==> src/logic/decode_pkg.sv <==
// Constants for the decode slot steering stage.
// Assumes a single core clock and a synchronous active-low core reset.
//
// Contract
// - Complex instructions go to microcode flow ROM
// - Bad predecode: one instruction per three cycles
// - Two-wide: 16 bytes, long instruction alone slot0
// - Three-wide: 20 bytes when group starts aligned
// - Three-wide: long instruction not slot0 restricted
// - Prefix over limit adds three cycle penalty
// - Prefix limit three bytes, or four bytes
// - Only slot zero decodes over-limit prefix instruction
// - Branches per cycle: one, or two
// - Two floating stack instructions decode together freely
// - Two-wide: branch in slot one costs three; code charges it only when slot zero also holds a branch
// - Three-wide: two not-taken branches slot0/1 cost three
// - Taken or unconditional branch adds one bubble
// - Over-limit prefix off slot zero costs six; code charges it only when nothing issues ahead of it
// - Microcode entry on slot one costs three extra
package decode_pkg;
  // ==========================================================
  // Geometry
  localparam int MAX_SLOTS = 3;
  localparam int LEN_W = 5;
  localparam int PFX_W = 4;
  localparam int BYTES_W = 6;
  localparam int CNT_W = 3;
  // ==========================================================
  // Variant limits
  localparam logic [BYTES_W-1:0] BYTES_A = 6'h10;
  localparam logic [BYTES_W-1:0] BYTES_B = 6'h14;
  localparam logic [LEN_W-1:0] LONG_LEN = 5'h08;
  localparam logic [PFX_W-1:0] PFX_LIM_A = 4'h3;
  localparam logic [PFX_W-1:0] PFX_LIM_B = 4'h4;
  localparam logic [1:0] BR_LIM_A = 2'h1;
  localparam logic [1:0] BR_LIM_B = 2'h2;
  localparam logic [1:0] ALIGN_MASK = 2'h3;
  // ==========================================================
  // Penalty counts, in cycles
  localparam logic [CNT_W-1:0] PEN_PFX = 3'h3;
  localparam logic [CNT_W-1:0] PEN_RESTEER_PFX = 3'h6;
  localparam logic [CNT_W-1:0] PEN_BRANCH = 3'h3;
  localparam logic [CNT_W-1:0] PEN_UCODE = 3'h3;
  localparam logic [CNT_W-1:0] PEN_TAKEN = 3'h1;
  localparam logic [CNT_W-1:0] PREDECODE_GAP = 3'h3;
  // ==========================================================
  // Instruction kind
  typedef enum logic [2:0] {
    K_SIMPLE = 3'h1,
    K_BRANCH = 3'h2,
    K_UCODE = 3'h4
  } kind_e;
endpackage

==> src/logic/slot_classify.sv <==
// One slot's classification of an offered instruction.
// Assumes inputs are registered in the core clock domain.
`timescale 1ns/100ps
module slot_classify #(
  parameter logic [3:0] PFX_LIM = decode_pkg::PFX_LIM_A
) (
  // Instruction
  input wire logic [decode_pkg::LEN_W-1:0] i_len,
  input wire logic [decode_pkg::PFX_W-1:0] i_pfx,
  input wire logic [2:0] i_kind,
  input wire logic i_pred_taken,
  input wire logic i_uncond,
  // Result
  output logic o_long,
  output logic o_pfx_over,
  output logic o_branch,
  output logic o_ucode,
  output logic o_redirect
);
  always_comb begin
    o_long = i_len > decode_pkg::LONG_LEN;
    o_pfx_over = i_pfx > PFX_LIM;
    o_branch = i_kind == decode_pkg::K_BRANCH;
    o_ucode = i_kind == decode_pkg::K_UCODE;
    o_redirect = o_branch && (i_pred_taken || i_uncond);
  end
endmodule

==> src/logic/decode_slot_steering.sv <==
// Decode slot steering: takes a window of up to three fetched
// instructions and issues an in-order group onto decoder slots.
// Assumes fetch holds its offer steady while o_fetch_ready is low.
`timescale 1ns/100ps
module decode_slot_steering #(
  parameter bit WIDE = 1'b0
) (
  // Clock and reset
  input wire logic i_clk,
  input wire logic i_reset_n,
  // Fetch offer, oldest instruction at index 0
  input wire logic [2:0] i_valid,
  input wire logic [3*decode_pkg::LEN_W-1:0] i_len,
  input wire logic [3*decode_pkg::PFX_W-1:0] i_pfx,
  input wire logic [8:0] i_kind,
  input wire logic [2:0] i_pred_taken,
  input wire logic [2:0] i_uncond,
  input wire logic i_predecode_bad,
  input wire logic [1:0] i_start_align,
  output logic o_fetch_ready,
  // Decoded group to allocation
  output logic [2:0] o_slot_valid,
  output logic [2:0] o_slot_ucode,
  output logic [1:0] o_taken_count
);
  localparam int S = decode_pkg::MAX_SLOTS;
  localparam int CW = decode_pkg::CNT_W;
  localparam int NS = WIDE ? 3 : 2;
  localparam logic [3:0] PLIM = WIDE ? decode_pkg::PFX_LIM_B : decode_pkg::PFX_LIM_A;
  localparam logic [5:0] BLIM = WIDE ? decode_pkg::BYTES_B : decode_pkg::BYTES_A;
  localparam logic [5:0] BLIM_UNAL = decode_pkg::BYTES_A;
  localparam logic [1:0] BRLIM = WIDE ? decode_pkg::BR_LIM_B : decode_pkg::BR_LIM_A;

  // ==========================================================
  // Input synchronisation is not needed: fetch shares the clock
  logic [S-1:0] lng, pov, br, uc, rd;
  genvar g;
  generate
    for (g = 0; g < S; g++) begin : g_cls
      slot_classify #(.PFX_LIM(PLIM)) u_cls (
        .i_len(i_len[g*decode_pkg::LEN_W +: decode_pkg::LEN_W]),
        .i_pfx(i_pfx[g*decode_pkg::PFX_W +: decode_pkg::PFX_W]),
        .i_kind(i_kind[g*3 +: 3]),
        .i_pred_taken(i_pred_taken[g]),
        .i_uncond(i_uncond[g]),
        .o_long(lng[g]),
        .o_pfx_over(pov[g]),
        .o_branch(br[g]),
        .o_ucode(uc[g]),
        .o_redirect(rd[g])
      );
    end
  endgenerate

  // ==========================================================
  // Group selection
  logic [CW-1:0] pen_q, pen_d;
  logic [2:0] grp;
  logic [CW-1:0] pen_new;
  logic [5:0] bytes;
  logic [5:0] blim_eff;
  logic [1:0] nbr;
  logic stop;
  logic [1:0] ntaken;
  always_comb begin
    grp = 3'h0;
    pen_new = '0;
    bytes = '0;
    nbr = '0;
    ntaken = '0;
    stop = 1'b0;
    // Peak width only when the group's first instruction is aligned
    blim_eff = (WIDE && ((i_start_align & decode_pkg::ALIGN_MASK) == 2'h0)) ? BLIM : BLIM_UNAL;
    for (int k = 0; k < S; k++) begin
      if (!stop && k < NS && i_valid[k]) begin
        // Program order: an invalid entry is skipped and does not end the group
        if (k > 0 && pov[k]) begin
          // Over-limit prefix must restart on slot 0
          stop = 1'b1;
          if (grp == 3'h0) pen_new = decode_pkg::PEN_RESTEER_PFX;
        end else if (k > 0 && uc[k]) begin
          stop = 1'b1;
          if (k == 1) pen_new = decode_pkg::PEN_UCODE;
        end else if (!WIDE && lng[k] && k > 0) begin
          stop = 1'b1;
        end else if (6'(bytes + 6'(i_len[k*decode_pkg::LEN_W +: decode_pkg::LEN_W])) > blim_eff) begin
          stop = 1'b1;
        end else if (br[k] && nbr >= BRLIM) begin
          stop = 1'b1;
          pen_new = decode_pkg::PEN_BRANCH;
        end else if (WIDE && k == 1 && br[0] && br[1] && !rd[0]) begin
          // Branch in slot 1 after a not-taken branch in slot 0
          grp[k] = 1'b1;
          stop = 1'b1;
          pen_new = decode_pkg::PEN_BRANCH;
        end else begin
          // Floating stack pairs need no special case here
          grp[k] = 1'b1;
          bytes = 6'(bytes + 6'(i_len[k*decode_pkg::LEN_W +: decode_pkg::LEN_W]));
          if (br[k]) nbr = 2'(nbr + 2'h1);
          if (pov[k]) pen_new = decode_pkg::PEN_PFX;
          if (uc[k]) stop = 1'b1;
          if (!WIDE && lng[k]) stop = 1'b1;
          if (rd[k]) begin
            stop = 1'b1;
            ntaken = 2'(ntaken + 2'h1);
            if (pen_new < decode_pkg::PEN_TAKEN) pen_new = decode_pkg::PEN_TAKEN;
          end
        end
      end
    end
    if (i_predecode_bad && grp != 3'h0) begin
      grp = 3'h1;
      ntaken = {1'b0, rd[0]};
      pen_new = 3'(decode_pkg::PREDECODE_GAP - 3'h1);
    end
  end
  // in the wide variant, long instructions take no special path above

  // ==========================================================
  // Penalty counter and issue registers
  logic [2:0] sv_q, sv_d, su_q, su_d;
  logic [1:0] tc_q, tc_d;
  logic rdy_q, rdy_d;
  logic busy;
  always_comb begin
    busy = pen_q != '0;
    pen_d = busy ? 3'(pen_q - 3'h1) : pen_new;
    sv_d = busy ? 3'h0 : grp;
    su_d = busy ? 3'h0 : (grp & uc);
    tc_d = busy ? 2'h0 : ntaken;
    // Stall fetch while penalty cycles remain
    rdy_d = (pen_d == '0);
  end
  always_ff @(posedge i_clk) begin
    if (!i_reset_n) begin
      pen_q <= '0;
      sv_q <= '0;
      su_q <= '0;
      tc_q <= '0;
      rdy_q <= 1'b1;
    end else begin
      pen_q <= pen_d;
      sv_q <= sv_d;
      su_q <= su_d;
      tc_q <= tc_d;
      rdy_q <= rdy_d;
    end
  end
  // Group is taken when ready was high; fetch must then advance by the count
  always_comb begin
    o_fetch_ready = rdy_q;
    o_slot_valid = sv_q;
    o_slot_ucode = su_q;
    o_taken_count = tc_q;
  end

  // ==========================================================
  // Checks
  a_pfx_slot_zero: assert property (@(posedge i_clk) disable iff (!i_reset_n)
    (rdy_q && i_valid[1] && pov[1]) |=> !o_slot_valid[1]) else $error("prefix over slot1");
  a_ucode_alone: assert property (@(posedge i_clk) disable iff (!i_reset_n)
    (rdy_q && !busy && i_valid[0] && uc[0]) |=> o_slot_valid == 3'h1) else $error("ucode group");
  a_predecode_rate: assert property (@(posedge i_clk) disable iff (!i_reset_n)
    (rdy_q && i_predecode_bad && i_valid[0]) |=> o_slot_valid == 3'h1 ##1 !o_slot_valid[0] [*2])
    else $error("predecode rate");
  a_pfx_penalty: assert property (@(posedge i_clk) disable iff (!i_reset_n)
    (rdy_q && !i_predecode_bad && i_valid[0] && pov[0]) |=> !o_fetch_ready [*3])
    else $error("prefix penalty");
  a_resteer_six: assert property (@(posedge i_clk) disable iff (!i_reset_n)
    (rdy_q && !i_predecode_bad && !i_valid[0] && i_valid[1] && pov[1])
    |=> !o_fetch_ready [*6]) else $error("resteer penalty");
  a_taken_bubble: assert property (@(posedge i_clk) disable iff (!i_reset_n)
    (o_taken_count != 2'h0) |-> !o_fetch_ready) else $error("taken bubble");
  a_stall_penalty: assert property (@(posedge i_clk) disable iff (!i_reset_n)
    (pen_q != '0) |-> !o_fetch_ready ##1 o_slot_valid == 3'h0) else $error("stall");
  a_slot_order: assert property (@(posedge i_clk) disable iff (!i_reset_n)
    (o_slot_valid[1] |-> o_slot_valid[0]) and (o_slot_valid[2] |-> o_slot_valid[1])) else $error("order");
endmodule

==> config.mk <==
export PLATFORM = sky130hd
export DESIGN_NAME = decode_slot_steering
export DESIGN_NICKNAME = d
export VERILOG_FILES = /design/src/logic/decode_pkg.sv /design/src/logic/slot_classify.sv /design/src/logic/decode_slot_steering.sv
export SDC_FILE = /design/constraint.sdc
export NUM_CORES = 1
export LEC_CHECK = 0
export BUFFER_PORTS_ARGS = -buffer_cell sky130_fd_sc_hd__buf_2
export CORE_MARGIN = 8
export CORE_UTILIZATION = 41
export CTS_CLUSTER_DIAMETER = 30
export DETAILED_ROUTE_END_ITERATION = 8
export GPL_ROUTABILITY_DRIVEN = 0
export PLACE_DENSITY_LB_ADDON = 0.2
export REMOVE_ABC_BUFFERS = 1
export SYNTH_ARGS = -nofsm -noshare
export SYNTH_HDL_FRONTEND = slang
export SYNTH_HIERARCHICAL = 1
export SYNTH_SLANG_ARGS = --single-unit
==> constraint.sdc <==
create_clock -name i_clk -period 3.75 [get_ports i_clk]
set_input_delay 0 -clock i_clk [delete_from_list [all_inputs] [get_ports i_clk]]
set_output_delay 0 -clock i_clk [all_outputs]
set_load 0.05 [all_outputs]
Yosys cells after proc, flatten, opt, wreduce, memory -nomap -nowiden
Cells that the tools add are included.
{"block": "word_totals", "reg_bits": 12, "word_cells": 92, "output_inout_bits": 9, "inputBits": 50}
{"block": "classes", "reduce_logical": 13, "n_mux": 54, "bitwise": 2, "add_sub_neg": 3, "n_eq_ne": 5, "n_lt_le_gt_ge": 9}
{"op": "3-bit two-way mux", "count": 23}
{"op": "2-bit two-way mux", "count": 11}
{"op": "1-bit two-way mux", "count": 18}
{"op": "5-bit by 4-bit > comparator with 1-bit output (second input constant)", "count": 2}
{"op": "3-bit equality test (second input constant)", "count": 3}
{"op": "4-bit by 2-bit > comparator with 1-bit output (second input constant)", "count": 2}
{"op": "6-bit by 5-bit adder with 6-bit output", "count": 1}
{"op": "3-bit by 2-bit equality test with 1-bit output (second input constant)", "count": 2}
{"op": "6-bit by 5-bit > comparator with 1-bit output (second input constant)", "count": 1}
{"op": "3-bit by 1-bit < comparator with 1-bit output (second input constant)", "count": 2}
{"op": "6-bit two-way mux", "count": 1}
{"op": "5-bit > comparator (second input constant)", "count": 1}
{"op": "1-bit logical AND", "count": 5}
{"op": "5-bit two-way mux", "count": 1}
{"op": "3-bit bitwise AND", "count": 1}
{"op": "3-bit logical NOT", "count": 1}
{"op": "3-bit nonzero test", "count": 1}
{"op": "3-bit OR reduction", "count": 1}
{"op": "3-bit by 1-bit subtractor with 3-bit output (second input constant)", "count": 1}
{"op": "2-bit by 1-bit adder with 2-bit output (second input constant)", "count": 1}
{"op": "2-bit by 1-bit greater-or-equal comparator with 1-bit output (second input constant)", "count": 1}
{"op": "1-bit logical OR", "count": 2}
{"op": "2-bit nonzero test", "count": 1}
{"op": "2-bit OR reduction", "count": 1}
{"op": "2 further kinds", "count": 2}

Depth between registers and ports, before layout
Gate-level depths: netlist (run 1).
{"block": "depth", "depth_word": 27, "depth_mapped": 12, "ltp_nobuf": 12}

By module
The synthesis (run 1) kept the hierarchy.
{"mod": "decode_slot_steering", "n_inst": 1, "cells_each": 88, "seq_area_each_um2": 200.2, "area_each_um2": 780.7}
{"mod": "slot_classify", "n_inst": 2, "cells_each": 7, "seq_area_each_um2": 0.0, "area_each_um2": 47.5}

Least setup slack after synthesis (run 1)
Ideal clock, no wire load.
{"block": "synth_path", "path_kind": "in2reg", "startpoint": "input i_len[3] (netlist name)", "endpoint": "register rdy_q (netlist: o_fetch_ready)", "path_stages": 12, "setup_slack_ps": 919, "setup_time_ps": 116, "arrival_time_ps": 2715, "required_time_ps": 3634, "path_buffers": 0, "path_cell_list": "o41ai_4 > and3_2 > ha_1 > fa_1 > nor2_1 > nand2_1 > nor4b_1 > nor4_2 > a2111oi_0 > nor2_1 > o221a_2 > o211a_1"}
{"block": "synth_via", "elab_chain_cells": 21, "word_cells_on_any_way": 47, "classes_between": "add/sub: 1; order compare: 5; mux: 35; reduce/logical: 6"}
{"item": "from (decl)", "line_no": "decode_slot_steering.sv:13", "rtl": "input wire logic [3*decode_pkg::LEN_W-1:0] i_len,"}
{"item": "5-bit > comparator", "line_no": "decode_slot_steering.sv:86", "rtl": "end else if (6'(bytes + 6'(i_len[k*decode_pkg::LEN_W +: decode_pkg::LEN_W])) > blim_eff) begin"}
{"item": "3-bit two-way mux", "line_no": "decode_slot_steering.sv:86"}
{"item": "3-bit two-way mux", "line_no": "decode_slot_steering.sv:75", "rtl": "if (!stop && k < NS && i_valid[k]) begin"}
{"item": "3-bit two-way mux", "line_no": "decode_slot_steering.sv:88", "rtl": "end else if (br[k] && nbr >= BRLIM) begin"}
{"item": "3-bit two-way mux", "line_no": "decode_slot_steering.sv:86"}
{"item": "3-bit two-way mux", "line_no": "decode_slot_steering.sv:84", "rtl": "end else if (!WIDE && lng[k] && k > 0) begin"}
{"item": "3-bit two-way mux", "line_no": "decode_slot_steering.sv:81", "rtl": "end else if (k > 0 && uc[k]) begin"}
{"item": "3-bit two-way mux", "line_no": "decode_slot_steering.sv:77", "rtl": "if (k > 0 && pov[k]) begin"}
{"item": "[... 5 more ...]"}
{"item": "3-bit two-way mux", "line_no": "decode_slot_steering.sv:86"}
{"item": "3-bit two-way mux", "line_no": "decode_slot_steering.sv:84"}
{"item": "3-bit two-way mux", "line_no": "decode_slot_steering.sv:81"}
{"item": "3-bit two-way mux", "line_no": "decode_slot_steering.sv:77"}
{"item": "3-bit two-way mux", "line_no": "decode_slot_steering.sv:75"}
{"item": "3-bit two-way mux *", "line_no": "decode_slot_steering.sv:112", "rtl": "if (i_predecode_bad && grp != 3'h0) begin"}
{"item": "3-bit two-way mux *", "line_no": "decode_slot_steering.sv:128", "rtl": "pen_d = busy ? 3'(pen_q - 3'h1) : pen_new;"}
{"item": "3-bit logical NOT *", "line_no": "decode_slot_steering.sv:133", "rtl": "rdy_d = (pen_d == '0);"}
{"item": "to (signal assigned)", "line_no": "decode_slot_steering.sv:147", "rtl": "rdy_q <= rdy_d;"}
{"item": "to (decl)", "line_no": "decode_slot_steering.sv:124", "rtl": "logic rdy_q, rdy_d;"}
Every way passes the cells marked *; elsewhere a longest branch is shown, timed or not. The select of a mux whose other input is x is not followed.
A chain may end at the register's enable or synchronous reset.

Final worst setup path (run 1)
Ends and elaborated chain as after synthesis.

==> results of run 1 <==
-- sequential cells by signal, summed over array words and instances (netlist names) --
signal / count
o_fetch_ready: 1
o_slot_ucode: 2
o_slot_valid: 2
o_taken_count: 2
pen_q: 3
-- final cells by class --
cell class	instances	area (µm²)
clock buffer	4	36.3
fill	191	865
inverter	9	33.8
multi-input combinational	84	638
sequential	10	200
tap	27	33.8
timing repair buffer	35	175
-- cells in the final DEF (no fill, tap or decap), types with 3 or more instances in the layout --
cell | Yosys | final
o21a_1 | 3 | 3
nand2_1 | 8 | 8
dfxtp_1 | 10 | 10
o211ai_1 | 3 | 3
or2_2 | 3 | 3
clkbuf_4 | 0 | 3
buf_2 | 0 | 35
ha_1 | 7 | 7
conb_1 | 1 | 4
nor2_1 | 8 | 8
inv_1 | 9 | 9
a21oi_1 | 4 | 4
and3_2 | 4 | 4
nor4_1 | 5 | 5
-- per-stage QoR --
stage                     power [W]  instances  hold slack [ns]  util, %
after global placement     0.000362        165            0.310     54.5
after global routing       0.000507        169           0.0458     56.4
after CTS                  0.000471        169           0.0369     56.4
final                      0.000464        169           0.0436     56.4
after floorplan            0.000312        103            0.147        -
after detailed placement   0.000372        165            0.321     54.5
-- routing by layer --
layer | vias up | track usage (%) | wire length [µm]
met5 | - | 0 | 0
met4 | 0 | 1.17 | 7
met3 | 2 | 6.63 | 231
met2 | 36 | 19.7 | 1070
met1 | 390 | 12.0 | 930
li1 | 453 | - | -
-- path summary, 6_finish.rpt --
kind	startpoint	to	slack, ns	cells after the start
worst max-delay path	i_len[3]	o_fetch_ready$_SDFF_PN1_	0.74	13
worst min-delay path	i_kind[1]	o_slot_ucode[0]$_SDFF_PP0_	0.04	3
worst max register to register	pen_q[0]$_SDFF_PN0_	o_fetch_ready$_SDFF_PN1_	2.31	5
worst min register to register	pen_q[2]$_SDFF_PN0_	pen_q[2]$_SDFF_PN0_	0.58	2
-- cell families (layout without fill, tap and decap cells) --
family | Yosys count | after routing | share of synthesized area, %
simple gates | 49 | 49 | 35.1
other cells | 1 | 4 | 0.428
flops | 10 | 10 | 22.9
fa+ha+maj | 8 | 8 | 12.3
compound gates | 22 | 22 | 22.7
xor+xnor | 1 | 1 | 1.00
buf+inv | 11 | 48 | 5.57
-- worst min-delay path: stages --
cell and delay [ns]:
buf_2 0.08, nor3b_1 0.05, and2_1 0.12
-- report_power, final --
part	switching [W]	internal, W	leakage (nW)	total, W
registers	0.0000108	0.000131	0.0826	0.000142
logic	0.000137	0.0000906	0.446	0.000228
clock network	0.0000356	0.0000589	0.0210	0.0000945
==> flow_metrics.tcl, run 1 <==
set metrics [dict create \
    dp_hpwl_mm 1.95 \
    ys.flop_type "dfxtp_1" \
    core_area_mm2 0.00198 \
    yosysMostFrequentCell "dfxtp_1" \
    num_io_pins 59 \
    hp-class "in2reg" \
    vias 881 \
    arrival_ns 3.17 \
    cp_max_fo 7 \
    worst_slew_pin_slew_ns 0.557 \
    ys_warn_count 6 \
    cp_num_buf_inv 1 \
    critical_path_class "in2reg" \
    drtAntennaViolNets 0 \
    setup_viol_count_final 0 \
    critPathTopFamily "compound AO/OA/AOI/OAI gates" \
    startpoint_type "input port" \
    maxSlewViolCount 0 \
    viasPerCell 5.21 \
    cts.path.max_buffers 2 \
    avgSynthCellArea_um2 8.59 \
    grt_first_pass_wirelength_mm 3.82 \
    cap_violations 0 \
    track_usage_pct 11.4 \
    grt_pass1_vias 911 \
    cts.sinks 10 \
    post_cts_buffers 0 \
    initial_utilization_pct 44.2 \
    cts_tree "yes" \
    n_antenna_cell 0 \
    areaGrowthSynthToFinish_pct 27.6 \
    dieArea_mm2 0.00387 \
    postPlaceCellArea_mm2 0.00108 \
    io_buffers 35 \
    p_leak_nw 0.550 \
    end_kind "flop" \
    synth_edf_count 0 \
    setup_ws_ns 0.738 \
    num_rows 16 \
    cp_slowest_stage_delay_ns 0.49 \
    synth_area_leaders "dfxtp_1 23%, ha_1 10%, inv_1 3.9%" \
    finalNetCount 201 \
    cp_cell_sequence "buf_2 > o41ai_4 > and3_2 > ha_1 > fa_1 > nor2_1 > nand2_1 > nor4b_1 > nor4_2 > a2111oi_0 > nor2_1 > o221a_2 > o211a_1" \
    avgRoutedWirePerCell_um 13.2 \
    clock-root-buffer "clkbuf_4" \
    period_share_pct 80.3 \
    power_density_mw_per_mm2 415 \
    cp_slowest_cell "o41ai_4" \
    htreeDepth 1 \
    tns_ns 0 \
    cts_buffers 3 \
    post-route-drc-count 0 \
    wirelength_mm 2.24 \
    max-slew-margin-rel_pct 62.5 \
    fin_area_mm2 0.00112 \
    async_flop_share_pct 0 \
    path_clk_slew_ns 0.06 \
    die_x_um 62.2 \
    synth_top_area_share_pct 22.9 \
    grt_max_degree 11 \
    ys_seq_area_share_pct 22.9 \
    crit_required_ns 3.91 \
    drtIter0Drc 16 \
    first_pass_iters 4 \
    fmax_ghz 0.332 \
    vdd_drop_max_mv 0.462 \
    ys_types 43 \
    grt_antenna_before_repair 0 \
    cp_common_cell "nor2_1" \
    die_h_um 62.2 \
    hold_viol 0 \
    synthCells 102 \
    synth_commonest_cells "10 x dfxtp_1, 9 x inv_1, 8 x nand2_1, 8 x nor2_1, 7 x ha_1" \
    cts.repair.resized 0 \
    overflow 0 \
    synth_top_area_cell "dfxtp_1" \
    outcome "finished, final reports clean" \
    drive_gt1_share_pct 39.4 \
    rsz0062_at_grt "no" \
    place_ws_ns 0.438 \
    syn-cell-area_um2 876 \
    period_needed_ns 3.01 \
    ys_ff_latch 10 \
    clkLatencyLatePin_ns 0.26 \
    postCtsHoldBufs 0 \
    finalClockSkew_ns 0.00268 \
]
Power figures use the tool's default switching activity.
==> run 2: changes to the inputs <==
CORE_UTILIZATION = 37   (was 41)
clock period = 2.5 ns   (was 3.75 ns; I/O delays follow)
==> run 2 against run 1 <==
  * The flow now finishes with violations (setup timing)
  * Register-to-register slack got worse by 1.3 ns
  * Setup slack got worse by 0.79 ns
  * Total power rose by 64%
  * Design area rose by 24%
  * Count of clock-buffer cells in the layout did not move
  * First-iteration DRC count rose by 130%
  * Non-clock buffer count rose by 18
  * Wire length rose by 23%
  * Critical path type unchanged
==> flow_metrics.tcl, run 2 (synthesis gave the netlist of run 1 again) <==
set metrics [dict create \
    outcome "finished, violations left" \
    violations "setup timing" \
    core_area_mm2 0.00223 \
    mostFrequentLayoutCells "32 x buf_2, 18 x buf_4, 10 x dfxtp_1" \
    intPower_w 0.000460 \
    track_usage_pct 12.9 \
    dieArea_mm2 0.00418 \
    p_seq_share_pct 27.9 \
    cts.path.max_buffers 2 \
    post-route-drc-count 0 \
    cts_buffers 3 \
    end_kind "flop" \
    tns_ns -0.0541 \
    rsz0062_at_grt "yes" \
    finalClockSkew_ns 0.00647 \
    fin_area_mm2 0.00139 \
    die_h_um 64.7 \
    io_buffers 35 \
    maxSlewViolCount 0 \
    clock-root-buffer "clkbuf_4" \
    postPlaceCellArea_mm2 0.00118 \
    drtAntennaViolNets 0 \
    p_switching_w 0.000304 \
    cts.sinks 10 \
    vdd_drop_max_mv 0.518 \
    crit_required_ns 2.67 \
    critical_path_class "in2reg" \
    htreeDepth 1 \
    filler_cell_count 199 \
    first_pass_iters 4 \
    finalNetCount 219 \
    period_share_pct 102 \
    hp-class "in2reg" \
    num_io_pins 59 \
    cts_tree "yes" \
    power_frac_clock_pct 19.0 \
    arrival_ns 2.72 \
    p_leak_nw 0.647 \
    grt_first_pass_wirelength_mm 4.37 \
    reg2reg_slack_ns 1.05 \
    vias 999 \
    cp_max_fo 2 \
    period_needed_ns 2.55 \
    num_rows 17 \
    fmax_ghz 0.392 \
    drtIter0Drc 37 \
    hold_viol 0 \
    largest_reg_flops 3 \
    layout_commonest_cell "buf_2" \
    wirelength_mm 2.75 \
    pwr-share-comb_pct 53.1 \
    cap_violations 0 \
    max-slew-margin-rel_pct 56.8 \
    areaGrowthSynthToFinish_pct 58.6 \
    startpoint_type "input port" \
    viasPerCell 5.31 \
    place_ws_ns -0.517 \
    avgRoutedWirePerCell_um 14.6 \
    top_register "pen_q" \
    grt_pass1_vias 1046 \
    overflow 0 \
    die_x_um 64.7 \
    initial_utilization_pct 39.2 \
    path_clk_slew_ns 0.07 \
    setup_ws_ns -0.0541 \
    worst_slew_pin_slew_ns 0.646 \
    drive_gt1_share_pct 53.8 \
    grt_max_degree 7 \
    grt_antenna_before_repair 0 \
    dp_hpwl_mm 2.11 \
    setup_viol_count_final 1 \
    swShare_pct 39.8 \
    n_antenna_cell 0 \
    clkLatencyLatePin_ns 0.27 \
    total_power_w 0.000763 \
    power_density_mw_per_mm2 550 \
]
[run 2: final cells by class]
class	instances	area [µm²]	area share, %
timing repair buffer	53	333	24.0
sequential	10	200	14.4
multi-input combinational	84	748	53.9
clock buffer	4	36.3	2.61
tap	28	35.0	2.52
inverter	9	36.3	2.61
[run 2: power groups by stage]
stage / Sequential, W / Clock [W] / Combinational [W]
2_1_floorplan: 0.000259 / 0 / 0.000208
3_3_place_gp: 0.000215 / 0 / 0.000347
3_5_place_dp: 0.000216 / 0 / 0.000360
4_1_cts: 0.000212 / 0.000153 / 0.000393
5_1_grt: 0.000216 / 0.000157 / 0.000446
6_report: 0.000213 / 0.000145 / 0.000405
[run 2: metal layers]
metal | up-vias | GRT usage, % | routed length, µm
li1 | 491 | - | -
met2 | 42 | 23.4 | 1430
met3 | 6 | 5.50 | 228
met4 | 0 | 5.45 | 57
met5 | - | 0 | 0
met1 | 460 | 12.5 | 1040
[run 2: worst paths after layout]
path | from | to | cells after the start
worst max-delay path | i_len[3] | o_fetch_ready$_SDFF_PN1_ | 13
worst min-delay path | i_reset_n | pen_q[1]$_SDFF_PN0_ | 3
worst max register to register | pen_q[0]$_SDFF_PN0_ | o_fetch_ready$_SDFF_PN1_ | 5
worst min register to register | pen_q[0]$_SDFF_PN0_ | pen_q[0]$_SDFF_PN0_ | 2
[run 2: per-stage QoR]
stage,std cells,hold WS [ns],util [%]
2_1_floorplan,103,0.147,-
3_3_place_gp,179,0.311,52.8
3_5_place_dp,179,0.321,52.8
4_1_cts,187,0.0151,59.3
5_1_grt,188,0.0339,62.2
6_report,188,0.0245,62.2
[run 2: critical path, cell delays in order]
cell and delay, ns:
buf_6 0.10, o41ai_4 0.35, and3_4 0.24, ha_4 0.13
fa_1 0.42, nor2_2 0.16, nand2_2 0.10, nor4b_4 0.23
nor4_2 0.08, a2111oi_1 0.35, nor2_1 0.08, o221a_2 0.27
o211a_1 0.21
[run 2: repair_timing]
item                                    4_1_cts  5_1_grt
endpoints found under the setup margin        3        5
hold buffers                                  0        0
buffers inserted                              4        1
pin swaps                                    11       19
gates resized for setup                      14       12
hold endpoints to repair                      0        0
==> run 3: changes to the inputs <==
CORE_UTILIZATION = 44   (was 37)
clock period = 3 ns   (was 2.5 ns; I/O delays follow)
==> run 3 against run 2 <==
  * The run now ends clean
  * Final cell count decreased by 8.5%
  * Sequential cell count unchanged
  * Sequential power fell by 17%
  * First-iteration DRC count fell by 24%
  * Critical path type unchanged
  * Largest cell class unchanged
==> flow_metrics.tcl, run 3 (synthesis gave the netlist of run 1 again) <==
set metrics [dict create \
    outcome "finished, final reports clean" \
    num_rows 16 \
    cts_buffers 3 \
    viasPerCell 5.13 \
    die_h_um 60.6 \
    drive_gt1_share_pct 41.4 \
    overflow 0 \
    clock-root-buffer "clkbuf_4" \
    die_x_um 60.6 \
    drtAntennaViolNets 0 \
    cp_common_cell "nor2_1" \
    arrival_ns 2.86 \
    avgRoutedWirePerCell_um 12.9 \
    grt_antenna_before_repair 0 \
    vdd_drop_max_mv 0.457 \
    hold_viol 0 \
    vias 882 \
    end_kind "flop" \
    wirelength_mm 2.23 \
    htreeDepth 1 \
    maxSlewViolCount 0 \
    setup_ws_ns 0.297 \
    fin_area_mm2 0.00115 \
    rsz0062_at_grt "no" \
    power_density_mw_per_mm2 512 \
    largest_reg_flops 3 \
    cp_max_fo 6 \
    io_buffers 35 \
    setup_viol_count_final 0 \
    grt_max_degree 11 \
    mostFrequentLayoutCells "35 x buf_2, 10 x dfxtp_1, 9 x inv_1" \
    path_clk_slew_ns 0.07 \
    cp_num_buf_inv 2 \
    fin_util_pct 59.6 \
    period_share_pct 90.1 \
    drtIter0Drc 28 \
    hp-class "in2reg" \
    grt_first_pass_wirelength_mm 3.64 \
    track_usage_pct 12.5 \
    cts.sinks 10 \
    startpoint_type "input port" \
    dieArea_mm2 0.00367 \
    postPlaceCellArea_mm2 0.00110 \
    period_needed_ns 2.70 \
    cp_slowest_cell "fa_1" \
    place_ws_ns -0.0373 \
    critPathTopFamily "compound AO/OA/AOI/OAI gates" \
    postCtsHoldBufs 0 \
    cp_num_cells 13 \
    finalNetCount 204 \
    initial_utilization_pct 45.6 \
    hold_path_depth 3 \
    top_register "pen_q" \
    cp_cell_sequence "buf_2 > o41ai_4 > buf_4 > and3_2 > fa_1 > nor2_1 > nand2_1 > nor4_1 > nor4_2 > a2111oi_0 > nor2_1 > o221a_2 > o211a_1" \
    num_io_pins 59 \
    first_pass_iters 4 \
    cts_tree "yes" \
    fmax_ghz 0.370 \
    dp_hpwl_mm 1.94 \
    critical_path_class "in2reg" \
    r2r_cells 5 \
    crit_required_ns 3.16 \
    cp_slowest_stage_delay_ns 0.42 \
    core_area_mm2 0.00192 \
    p_leak_nw 0.564 \
    layout_commonest_cell "buf_2" \
    post-route-drc-count 0 \
    areaGrowthSynthToFinish_pct 30.9 \
    clkLatencyLatePin_ns 0.26 \
    grt_pass1_vias 891 \
    n_antenna_cell 0 \
    finalClockSkew_ns 0.00118 \
    cts.path.max_buffers 2 \
    tns_ns 0 \
    cap_violations 0 \
]
[run 3: cell types whose count changed in the layout (fill, tap and decap cells not counted), sizes merged]
cell	delta
buf	-15
[run 3: worst paths after layout]
check	startpoint	to	slack (ns)
max	i_len[3]	o_fetch_ready$_SDFF_PN1_	0.30
min	i_reset_n	pen_q[1]$_SDFF_PN0_	0.04
max reg2reg	pen_q[0]$_SDFF_PN0_	o_fetch_ready$_SDFF_PN1_	1.55
min reg2reg	pen_q[2]$_SDFF_PN0_	pen_q[2]$_SDFF_PN0_	0.60
[run 3: power breakdown]
group	internal, W	leakage (nW)	switching, W
sequential	0.000164	0.0826	0.0000131
clock	0.0000737	0.0210	0.0000473
combinational	0.000117	0.461	0.000172
[run 3: stage by stage]
| stage | instances | hold WS, ns | power [W] |
|---|---|---|---|
| 2_1_floorplan | 103 | 0.147 | 0.000390 |
| 3_3_place_gp | 168 | 0.312 | 0.000455 |
| 3_5_place_dp | 168 | 0.319 | 0.000466 |
| 4_1_cts | 172 | 0.0333 | 0.000589 |
| 5_1_grt | 172 | 0.0339 | 0.000633 |
| 6_report | 172 | 0.0408 | 0.000587 |
[run 3: worst min-delay path, stage by stage]
cell and delay, ns:
buf_2 0.12, o311ai_1 0.08, inv_1 0.05
[run 3: area by class of cell]
| cell class | instances | area [µm²] |
|---|---|---|
| inverter | 9 | 33.8 |
| fill | 199 | 776 |
| sequential | 10 | 200 |
| timing repair buffer | 38 | 198 |
| tap | 27 | 33.8 |
| clock buffer | 4 | 36.3 |
| multi-input combinational | 84 | 644 |
[run 3: what timing repair did]
| item | in CTS | in global routing |
|---|---|---|
| setup buffers | 0 | 0 |
| setup endpoints to repair | 0 | 1 |
| resized for setup | 0 | 1 |
[run 3: metal layers]
metal  up-vias  track usage, %  part of all wire [%]
met2        28            21.9                    49
met5         -               0                     0
met1       393            14.5                    44
met4         0            1.99                     0
li1        461               -                     -
met3         0            4.03                   7.4
